$ cat config.mk
export PLATFORM = sky130hd
export DESIGN_NAME = pic_ctrl
export DESIGN_NICKNAME = d
export VERILOG_FILES = /design/src/pic_pkg.sv /design/src/pic_ctrl.sv
export SDC_FILE = /design/constraint.sdc
export NUM_CORES = 1
export LEC_CHECK = 0
export ABC_AREA = 1
export BUFFER_PORTS_ARGS = -buffer_cell sky130_fd_sc_hd__buf_2
export CELL_PAD_IN_SITES_DETAIL_PLACEMENT = 1
export CELL_PAD_IN_SITES_GLOBAL_PLACEMENT = 2
export CORE_MARGIN = 2
export CORE_UTILIZATION = 38
export CTS_BUF_LIST = sky130_fd_sc_hd__clkbuf_8
export CTS_CLUSTER_SIZE = 10
export DETAILED_ROUTE_END_ITERATION = 8
export PLACE_DENSITY = 0.88
export SLEW_MARGIN = 30
export SYNTH_ARGS = -nofsm -noshare
export SYNTH_HDL_FRONTEND = slang
export SYNTH_SLANG_ARGS = --single-unit
$ cat constraint.sdc
create_clock -name sys_clk -period 1.8 [get_ports sys_clk]
set_input_delay 0.09 -clock sys_clk [delete_from_list [all_inputs] [get_ports sys_clk]]
set_output_delay 0.09 -clock sys_clk [all_outputs]
set_load 0.05 [all_outputs]
$ cat src/pic_pkg.sv
// Shared constants and carrier types for the panel indicator controller
package pic_pkg;
	localparam int unsigned CLK_HZ = 20_000_000;
	localparam int unsigned CYC_PER_MS = CLK_HZ / 1000;
	localparam int unsigned QUAL_TIME_MS = 2500;
	localparam int unsigned STRETCH_TIME_MS = 50;
	localparam int unsigned BLINK_HALF_MS = 250;
	localparam int unsigned TEST_TIME_MS = 1000;
	localparam int unsigned QUAL_CYC_DEF = QUAL_TIME_MS * CYC_PER_MS;
	localparam int unsigned STRETCH_CYC_DEF = STRETCH_TIME_MS * CYC_PER_MS;
	localparam int unsigned BLINK_CYC_DEF = BLINK_HALF_MS * CYC_PER_MS;
	localparam int unsigned TEST_CYC_DEF = TEST_TIME_MS * CYC_PER_MS;
	localparam int NLAN = 2;
	localparam int NLINK = 2;
	localparam int NSUB = 4;
	localparam int NPORT = 4;
	localparam logic [11:0] ADDR_CTRL = 12'h000;
	localparam logic [11:0] ADDR_LAMPS = 12'h004;
	localparam logic [11:0] ADDR_STATE = 12'h008;
	localparam int CTRL_FORCE_BIT = 0;
	localparam int CTRL_RETEST_BIT = 1;
	localparam logic CTRL_FORCE_RST = 1'b0;
	typedef enum logic [1:0] {
		SEL_CTRL = 2'h0,
		SEL_LAMPS = 2'h1,
		SEL_STATE = 2'h2,
		SEL_NONE = 2'h3
	} pic_sel_t;
	typedef enum logic [1:0] {
		ST_TEST = 2'h0,
		ST_DARK = 2'h1,
		ST_RUN = 2'h3
	} pic_state_t;
	typedef struct packed {
		logic pkt_ok;
		logic loop_on;
		logic [NLAN-1:0] lan_pkt;
		logic [NLAN-1:0] lan_err;
		logic [NLAN-1:0] lan_up;
		logic [NPORT-1:0] sw_up;
		logic lan_fast;
		logic [NLINK-1:0] link_pkt;
		logic [NLINK-1:0] link_err;
		logic [NLINK-1:0] link_phys;
		logic t1_los;
		logic [NSUB-1:0] t1_sub_los;
		logic t1_far;
		logic [NSUB-1:0] t1_sub_far;
		logic e1_los;
		logic [NSUB-1:0] e1_sub_los;
		logic e1_far;
		logic [NSUB-1:0] e1_sub_far;
	} pic_stat_t;
	typedef struct packed {
		logic supply_lamp;
		logic ready_lamp;
		logic [NLAN-1:0] lan_act_lamp;
		logic [NLAN-1:0] lan_err_lamp;
		logic [NLINK-1:0] link_act_lamp;
		logic [NLINK-1:0] link_err_lamp;
		logic t1_red_lamp;
		logic t1_sub_red_lamp;
		logic t1_yel_lamp;
		logic t1_sub_yel_lamp;
		logic main_local_sync_fail_lamp;
		logic sub_local_sync_fail_lamp;
		logic main_far_sync_fail_lamp;
		logic sub_far_sync_fail_lamp;
		logic eth_link_lamp;
		logic fast_speed_lamp;
	} pic_lamp_t;
endpackage
$ cat src/pic_ctrl.sv
// Panel indicator controller: lamp logic, qualifiers, lamp test, APB slave
//
// Design decisions made here: the APB slave port and the placing of the registers.
module pic_ctrl #(
	parameter int unsigned QUAL_CYC = pic_pkg::QUAL_CYC_DEF,
	parameter int unsigned STRETCH_CYC = pic_pkg::STRETCH_CYC_DEF,
	parameter int unsigned BLINK_CYC = pic_pkg::BLINK_CYC_DEF,
	parameter int unsigned TEST_CYC = pic_pkg::TEST_CYC_DEF
) (
	input wire logic sys_clk,
	input wire logic rst_n,
	input wire logic psel,
	input wire logic penable,
	input wire logic pwrite,
	input wire logic [11:0] paddr,
	input wire logic [31:0] pwdata,
	output logic [31:0] prdata,
	output logic pready,
	output logic pslverr,
	input wire pic_pkg::pic_stat_t stat_in,
	output pic_pkg::pic_lamp_t lamps
);
	import pic_pkg::*;

	localparam int QN = 2 + 2 * NSUB;
	localparam int SN = 2 * NLINK + NLAN;
	localparam int QW = $clog2(QUAL_CYC + 1);
	localparam int SW = $clog2(STRETCH_CYC + 1);
	localparam int BW = $clog2(BLINK_CYC + 1);
	localparam int TW = $clog2(TEST_CYC + 1);
	localparam int LW = $bits(pic_lamp_t);

	if (QUAL_CYC < 1 || STRETCH_CYC < 1 || BLINK_CYC < 1 || TEST_CYC < 1) begin : g_bad
		$error("pic_ctrl: every count must be at least one cycle");
	end

	function automatic pic_sel_t pic_dec(input logic [11:0] a);
		if (a == ADDR_CTRL) begin
			return SEL_CTRL;
		end else if (a == ADDR_LAMPS) begin
			return SEL_LAMPS;
		end else if (a == ADDR_STATE) begin
			return SEL_STATE;
		end else begin
			return SEL_NONE;
		end
	endfunction

	pic_stat_t stat_m;
	pic_stat_t stat_s;
	pic_lamp_t lamps_d;
	pic_lamp_t lamps_q;
	pic_state_t st_q;
	logic [TW-1:0] tcnt_q;
	logic [BW-1:0] bcnt_q;
	logic blink_q;
	logic force_q;
	logic retest_q;
	logic [31:0] prdata_q;
	logic pslverr_q;
	logic [QN-1:0] qloss;
	logic [QN-1:0] qal_q;
	logic [QW-1:0] qcnt_q [QN];
	logic [SN-1:0] sev;
	logic [SN-1:0] son;
	logic [SW-1:0] scnt_q [SN];
	logic run;
	logic setup;
	logic acc;

	// Status pins come from other clock domains
	always_ff @(posedge sys_clk or negedge rst_n) begin
		if (!rst_n) begin
			stat_m <= '0;
			stat_s <= '0;
		end else begin
			stat_m <= stat_in;
			stat_s <= stat_m;
		end
	end

	// Free-running divider, equal halves
	always_ff @(posedge sys_clk or negedge rst_n) begin
		if (!rst_n) begin
			bcnt_q <= '0;
			blink_q <= 1'b0;
		end else if (bcnt_q == BW'(BLINK_CYC - 1)) begin
			bcnt_q <= '0;
			blink_q <= ~blink_q;
		end else begin
			bcnt_q <= bcnt_q + BW'(1);
		end
	end

	// Lamp test sequence
	always_ff @(posedge sys_clk or negedge rst_n) begin
		if (!rst_n) begin
			st_q <= ST_TEST;
			tcnt_q <= TW'(TEST_CYC - 1);
		end else begin
			case (st_q)
				ST_TEST: begin
					if (tcnt_q == '0) begin
						st_q <= ST_DARK;
					end else begin
						tcnt_q <= tcnt_q - TW'(1);
					end
				end
				ST_DARK: begin
					st_q <= ST_RUN;
				end
				default: begin
					if (retest_q) begin
						st_q <= ST_TEST;
						tcnt_q <= TW'(TEST_CYC - 1);
					end
				end
			endcase
		end
	end

	assign run = (st_q == ST_RUN);

	// Frame loss qualifiers: main T1, T1 subs, main E1, E1 subs
	assign qloss = {stat_s.e1_sub_los, stat_s.e1_los, stat_s.t1_sub_los, stat_s.t1_los};

	for (genvar i = 0; i < QN; i++) begin : g_qual
		always_ff @(posedge sys_clk or negedge rst_n) begin
			if (!rst_n) begin
				qcnt_q[i] <= '0;
				qal_q[i] <= 1'b0;
			end else if (!qloss[i]) begin
				qcnt_q[i] <= '0;
				qal_q[i] <= 1'b0;
			end else if (qcnt_q[i] == QW'(QUAL_CYC)) begin
				qal_q[i] <= 1'b1;
			end else begin
				qcnt_q[i] <= qcnt_q[i] + QW'(1);
			end
		end
	end

	// Pulse stretchers: LAN activity, link activity, link error
	assign sev = {stat_s.link_err, stat_s.link_pkt, stat_s.lan_pkt};

	for (genvar i = 0; i < SN; i++) begin : g_str
		always_ff @(posedge sys_clk or negedge rst_n) begin
			if (!rst_n) begin
				scnt_q[i] <= '0;
			end else if (sev[i]) begin
				scnt_q[i] <= SW'(STRETCH_CYC);
			end else if (scnt_q[i] != '0) begin
				scnt_q[i] <= scnt_q[i] - SW'(1);
			end
		end
		assign son[i] = sev[i] | (scnt_q[i] != '0);
	end

	always_comb begin
		lamps_d = '0;
		lamps_d.supply_lamp = 1'b1;
		case (st_q)
			ST_TEST: begin
				lamps_d = '1;
			end
			ST_DARK: begin
				lamps_d.ready_lamp = stat_s.pkt_ok;
			end
			default: begin
				lamps_d.ready_lamp = stat_s.pkt_ok & (~stat_s.loop_on | blink_q);
				lamps_d.lan_act_lamp = son[NLAN-1:0];
				lamps_d.lan_err_lamp = stat_s.lan_err;
				lamps_d.link_act_lamp = son[NLAN+NLINK-1:NLAN];
				// Missing connection outranks the error pulse
				lamps_d.link_err_lamp = ~stat_s.link_phys | son[SN-1:NLAN+NLINK];
				lamps_d.t1_red_lamp = qal_q[0];
				lamps_d.t1_sub_red_lamp = |qal_q[NSUB:1];
				lamps_d.t1_yel_lamp = stat_s.t1_far;
				lamps_d.t1_sub_yel_lamp = |stat_s.t1_sub_far;
				lamps_d.main_local_sync_fail_lamp = qal_q[NSUB+1];
				lamps_d.sub_local_sync_fail_lamp = |qal_q[QN-1:NSUB+2];
				lamps_d.main_far_sync_fail_lamp = stat_s.e1_far;
				lamps_d.sub_far_sync_fail_lamp = |stat_s.e1_sub_far;
				lamps_d.eth_link_lamp = |{stat_s.lan_up, stat_s.sw_up};
				lamps_d.fast_speed_lamp = stat_s.lan_fast;
				if (force_q) begin
					lamps_d = '1;
				end
			end
		endcase
	end

	always_ff @(posedge sys_clk or negedge rst_n) begin
		if (!rst_n) begin
			lamps_q <= '0;
		end else begin
			lamps_q <= lamps_d;
		end
	end

	assign lamps = lamps_q;

	// APB slave, zero wait states; read data captured in the setup cycle
	assign setup = psel & ~penable;
	assign acc = psel & penable;
	assign pready = 1'b1;
	assign prdata = prdata_q;
	assign pslverr = pslverr_q;

	always_ff @(posedge sys_clk or negedge rst_n) begin
		if (!rst_n) begin
			prdata_q <= '0;
			pslverr_q <= 1'b0;
		end else if (setup) begin
			prdata_q <= '0;
			pslverr_q <= (pic_dec(paddr) == SEL_NONE) | (pwrite & (pic_dec(paddr) != SEL_CTRL));
			if (!pwrite) begin
				case (pic_dec(paddr))
					SEL_CTRL: prdata_q[CTRL_FORCE_BIT] <= force_q;
					SEL_LAMPS: prdata_q[LW-1:0] <= lamps_q;
					SEL_STATE: prdata_q[1:0] <= st_q;
					default: prdata_q <= '0;
				endcase
			end
		end
	end

	// Retest is a write-one pulse and reads back as zero
	always_ff @(posedge sys_clk or negedge rst_n) begin
		if (!rst_n) begin
			force_q <= CTRL_FORCE_RST;
			retest_q <= 1'b0;
		end else begin
			retest_q <= 1'b0;
			if (acc && pwrite && pic_dec(paddr) == SEL_CTRL) begin
				force_q <= pwdata[CTRL_FORCE_BIT];
				retest_q <= pwdata[CTRL_RETEST_BIT];
			end
		end
	end
endmodule

==> reports/results.md <==
* sky130_fd_sc_hd__nand2_1 — most frequent cell after synthesis
* 4.98 — via density per instance
* 0 — number of max-slew violations in the final report
* 101 — row cnt
* 2.27 ns — data arrival time of the critical path
* 1.68 ns — final worst path period need
* 20.8% — combined global-route utilization of all metal layers
* 19.9% — layout-stage area growth over the synthesis result
* 0.0788 sq mm — overall die area
* true — unrepaired setup endpoints after global routing
* 48.4% — post-synthesis sequential area ratio
* 98 — count of buffers from port buffering
* 5 — largest fanout on the critical path
* 46.0% — fin util
* 0.0349 sq mm — fin area
* 0 — count of flip-flops with a built-in enable after synthesis
* sky130_fd_sc_hd__dfrtp_1, sky130_fd_sc_hd__nand2_1, sky130_fd_sc_hd__nor2_1 — main area contributors after synthesis
* 35.0% — slew margin rel.
* 562 — Clock Sinks
* 104 — number of buffers inserted during clock tree synthesis
* 0 — Yosys Warn Count
* 142 — num ports
* 0.70 ns — clock latency on the worst-skew pair
* 80800 um — drt total wl
* 94 — pin count of the biggest net entering global routing
* 0 — number of nets with antenna violations after detailed routing
* 1187 — drt first-iter violations
* 804 mW/mm^2 — Power per Cell Area
* 562 — flops & latches, synth
* 0.966 ns — worst slew pin tran
* 28.8% — met1 capacity usage during global routing
* 58300 um — half-perimeter wire length after placement
* 5 — drt pass-1 iters
* 136000 um — global-route wire length before repair
* done — CTS tree
* sky130_fd_sc_hd__clkbuf_8 — clock root buffer
* 0.0165 uW — leakage power figure
* completed — status
* 34.2% — met2 track utilization from global routing
* sky130_fd_sc_hd__dfrtp_1 — top cell type by total area after synthesis
* 5 — antenna violations before repair
* nand2_1, buf_4, inv_1, nand4_1, nor2_1, nand3_1, nand2_1, nor2_1 — cell-by-cell trace of the critical path
* 0.0291 sq mm — cell area after technology mapping
* 0.0201 ns — worst-case clock skew
* 0 — number of maximum-capacitance constraint violations
* 0 — total setup violations reported at the end of the flow
* flop — critical path endpoint category
* sky130_fd_sc_hd__dfrtp_1 — dominant register cell in the synthesized netlist
* 851 uV — maximum vdd ir drop
* flop to flop — startpoint-to-endpoint class of the critical path
* 0.42 ns — max incr delay on CP
* sky130_fd_sc_hd__nand2_1, sky130_fd_sc_hd__nor2_1, sky130_fd_sc_hd__dfrtp_1 — cell types with the highest counts after synthesis
* sky130_fd_sc_hd__dfrtp_1 — Critical Path Slowest Stage Cell
* 93.3% — post-route fraction of the period consumed by the critical path
* 51 — count of unique library cells instantiated by Yosys
* 100% — Post-synth ARST share
* 4336 — final net count
* 3834 — synthesized netlist cell count
* 15.3 um — wire per inst
* flop — Critical Path Source Type
* 0 — post-detailed-route DRC marker count
* 2 — CP bufs+invs
* 12.7% — share of layout cells above drive strength 1
* 0 — endpoints failing hold
* 0 — Congestion Overflow GR
* 281 um — vertical extent of the die
* 0.595 GHz — highest clock rate
* 27444 — vias in the first global route
* 281 um — Die Wd
* 47.0% — Yosys top cell area share
* simple AND/OR/NAND/NOR gates — CP delay by family, top
* input port to asynchronous set/reset pin — classification of the worst-slack hold path
* 0.0316 sq mm — post-detailed-placement cell area
* 7.59 sq um — Mapped Avg Cell Area
* 26264 — vias post-DR
* 2.39 ns — required time at the endpoint of the critical path
* 3 — CTS H-tree lvls
* 0.839 — Placer Congestion
* 0.06 ns — Worst-path clk slew
* 3.27% — M3 GR Usage
* 3 — number of buffers between clock root and the deepest sink
* met2 — most utilized layer in the global route result
* 38.4% — effective utilization at floorplan
* 0.0758 sq mm — area inside the core boundary
area by class of cell:
type | count | area [sq um]
tap | 978 | 1220
clock buffer | 141 | 1940
multi-input combinational | 2736 | 13000
antenna | 1 | 2.50
inverter | 484 | 1820
timing repair buffer | 325 | 2540
sequential | 562 | 14100
fill | 9527 | 40900
clock inverter | 47 | 236
worst min-delay path, cell delays in order:
cell                            delay [ns]
sky130_fd_sc_hd__dlygate4sd3_1        0.56
sky130_fd_sc_hd__buf_8                0.17
sky130_fd_sc_hd__buf_12               0.31
sequential cells by signal, indices dropped and copies added (netlist names):
signal    cells
bcnt_q       23
blink_q       1
force_q       1
lamps        20
prdata       20
pslverr       1
qal_q        10
qcnt_q      260
qloss        10
retest_q      1
scnt_q      120
sev           6
st_q          2
stat_m       39
stat_s       23
tcnt_q       25
layout by cell type (no fill, tap or decap), types with 30 or more instances in the layout:
cell	Yosys	routed
sky130_fd_sc_hd__o21ai_0	178	178
sky130_fd_sc_hd__nor2_2	24	34
sky130_fd_sc_hd__nand4_1	123	123
sky130_fd_sc_hd__ha_1	35	33
sky130_fd_sc_hd__nand2_1	822	821
sky130_fd_sc_hd__buf_4	13	131
sky130_fd_sc_hd__inv_1	479	504
sky130_fd_sc_hd__a21oi_1	158	158
sky130_fd_sc_hd__nor3_1	139	134
sky130_fd_sc_hd__or2_2	30	30
sky130_fd_sc_hd__xor2_1	55	55
sky130_fd_sc_hd__dfrtp_1	547	547
sky130_fd_sc_hd__buf_2	8	98
sky130_fd_sc_hd__clkbuf_8	0	141
sky130_fd_sc_hd__nor2_1	722	705
sky130_fd_sc_hd__nand3_1	277	276
sky130_fd_sc_hd__dlygate4sd3_1	0	84
metal layers:
metal  up-vias  part of all wire (%)
met5         -                     0
met3       124                   3.3
met2       309                    45
met1     12756                    49
li1      13075                     -
met4         0                   2.0
report_power, final:
group          switching (uW)  internal, uW
sequential                323         13000
clock                    5570          7080
combinational            1360           771
final timing paths:
path | start | to | slack, ns | cells after the start
max | qcnt_q[108] | qcnt_q[127] | 0.12 | 8
max in group asynchronous | rst_n | qloss[0] | 0.34 | 5
min reg2reg | stat_m[22] | sev[4] | 0.35 | 0
max reg2reg | qcnt_q[108] | qcnt_q[127] | 0.12 | 8
min in group sys_clk | stat_in[21] | stat_m[21] | 0.07 | 2
min | rst_n | scnt_q[61] | 0.05 | 3
repair_timing:
item	4_1_cts	5_1_grt
hold buffers	85	0
setup endpoints to repair	0	68
gates resized for setup	0	34
endpoints found under the hold margin	624	0
setup buffers	0	15
cell families (layout without fill, tap and decap cells):
| logic type | count (synthesis) | in the layout | share of synthesized area (%) |
|---|---|---|---|
| XOR/XNOR | 75 | 75 | 2.26 |
| flip-flops | 562 | 562 | 48.4 |
| buffers and inverters | 549 | 997 | 7.45 |
| other | 2 | 15 | 0.0258 |
| AND/OR/NAND/NOR | 2204 | 2205 | 32.9 |
| adder cells (fa/ha/maj) | 35 | 35 | 1.50 |
| AO/OA/AOI/OAI | 407 | 407 | 7.43 |
through the flow:
stage	worst slack (ns)	instances	power [uW]	hold slack, ns	TNS [ns]
2_1_floorplan	0.139	3846	14600	-0.206	0
3_3_place_gp	0.0858	4984	15400	-0.0335	0
3_5_place_dp	-0.00101	4984	15500	-0.0368	-0.00101
4_1_cts	0.0496	5257	28600	0.000791	0
5_1_grt	-0.0334	5274	29500	0.0258	-0.106
6_report	0.120	5274	28100	0.0535	0
No activity file was read; power rests on OpenSTA's default activity.
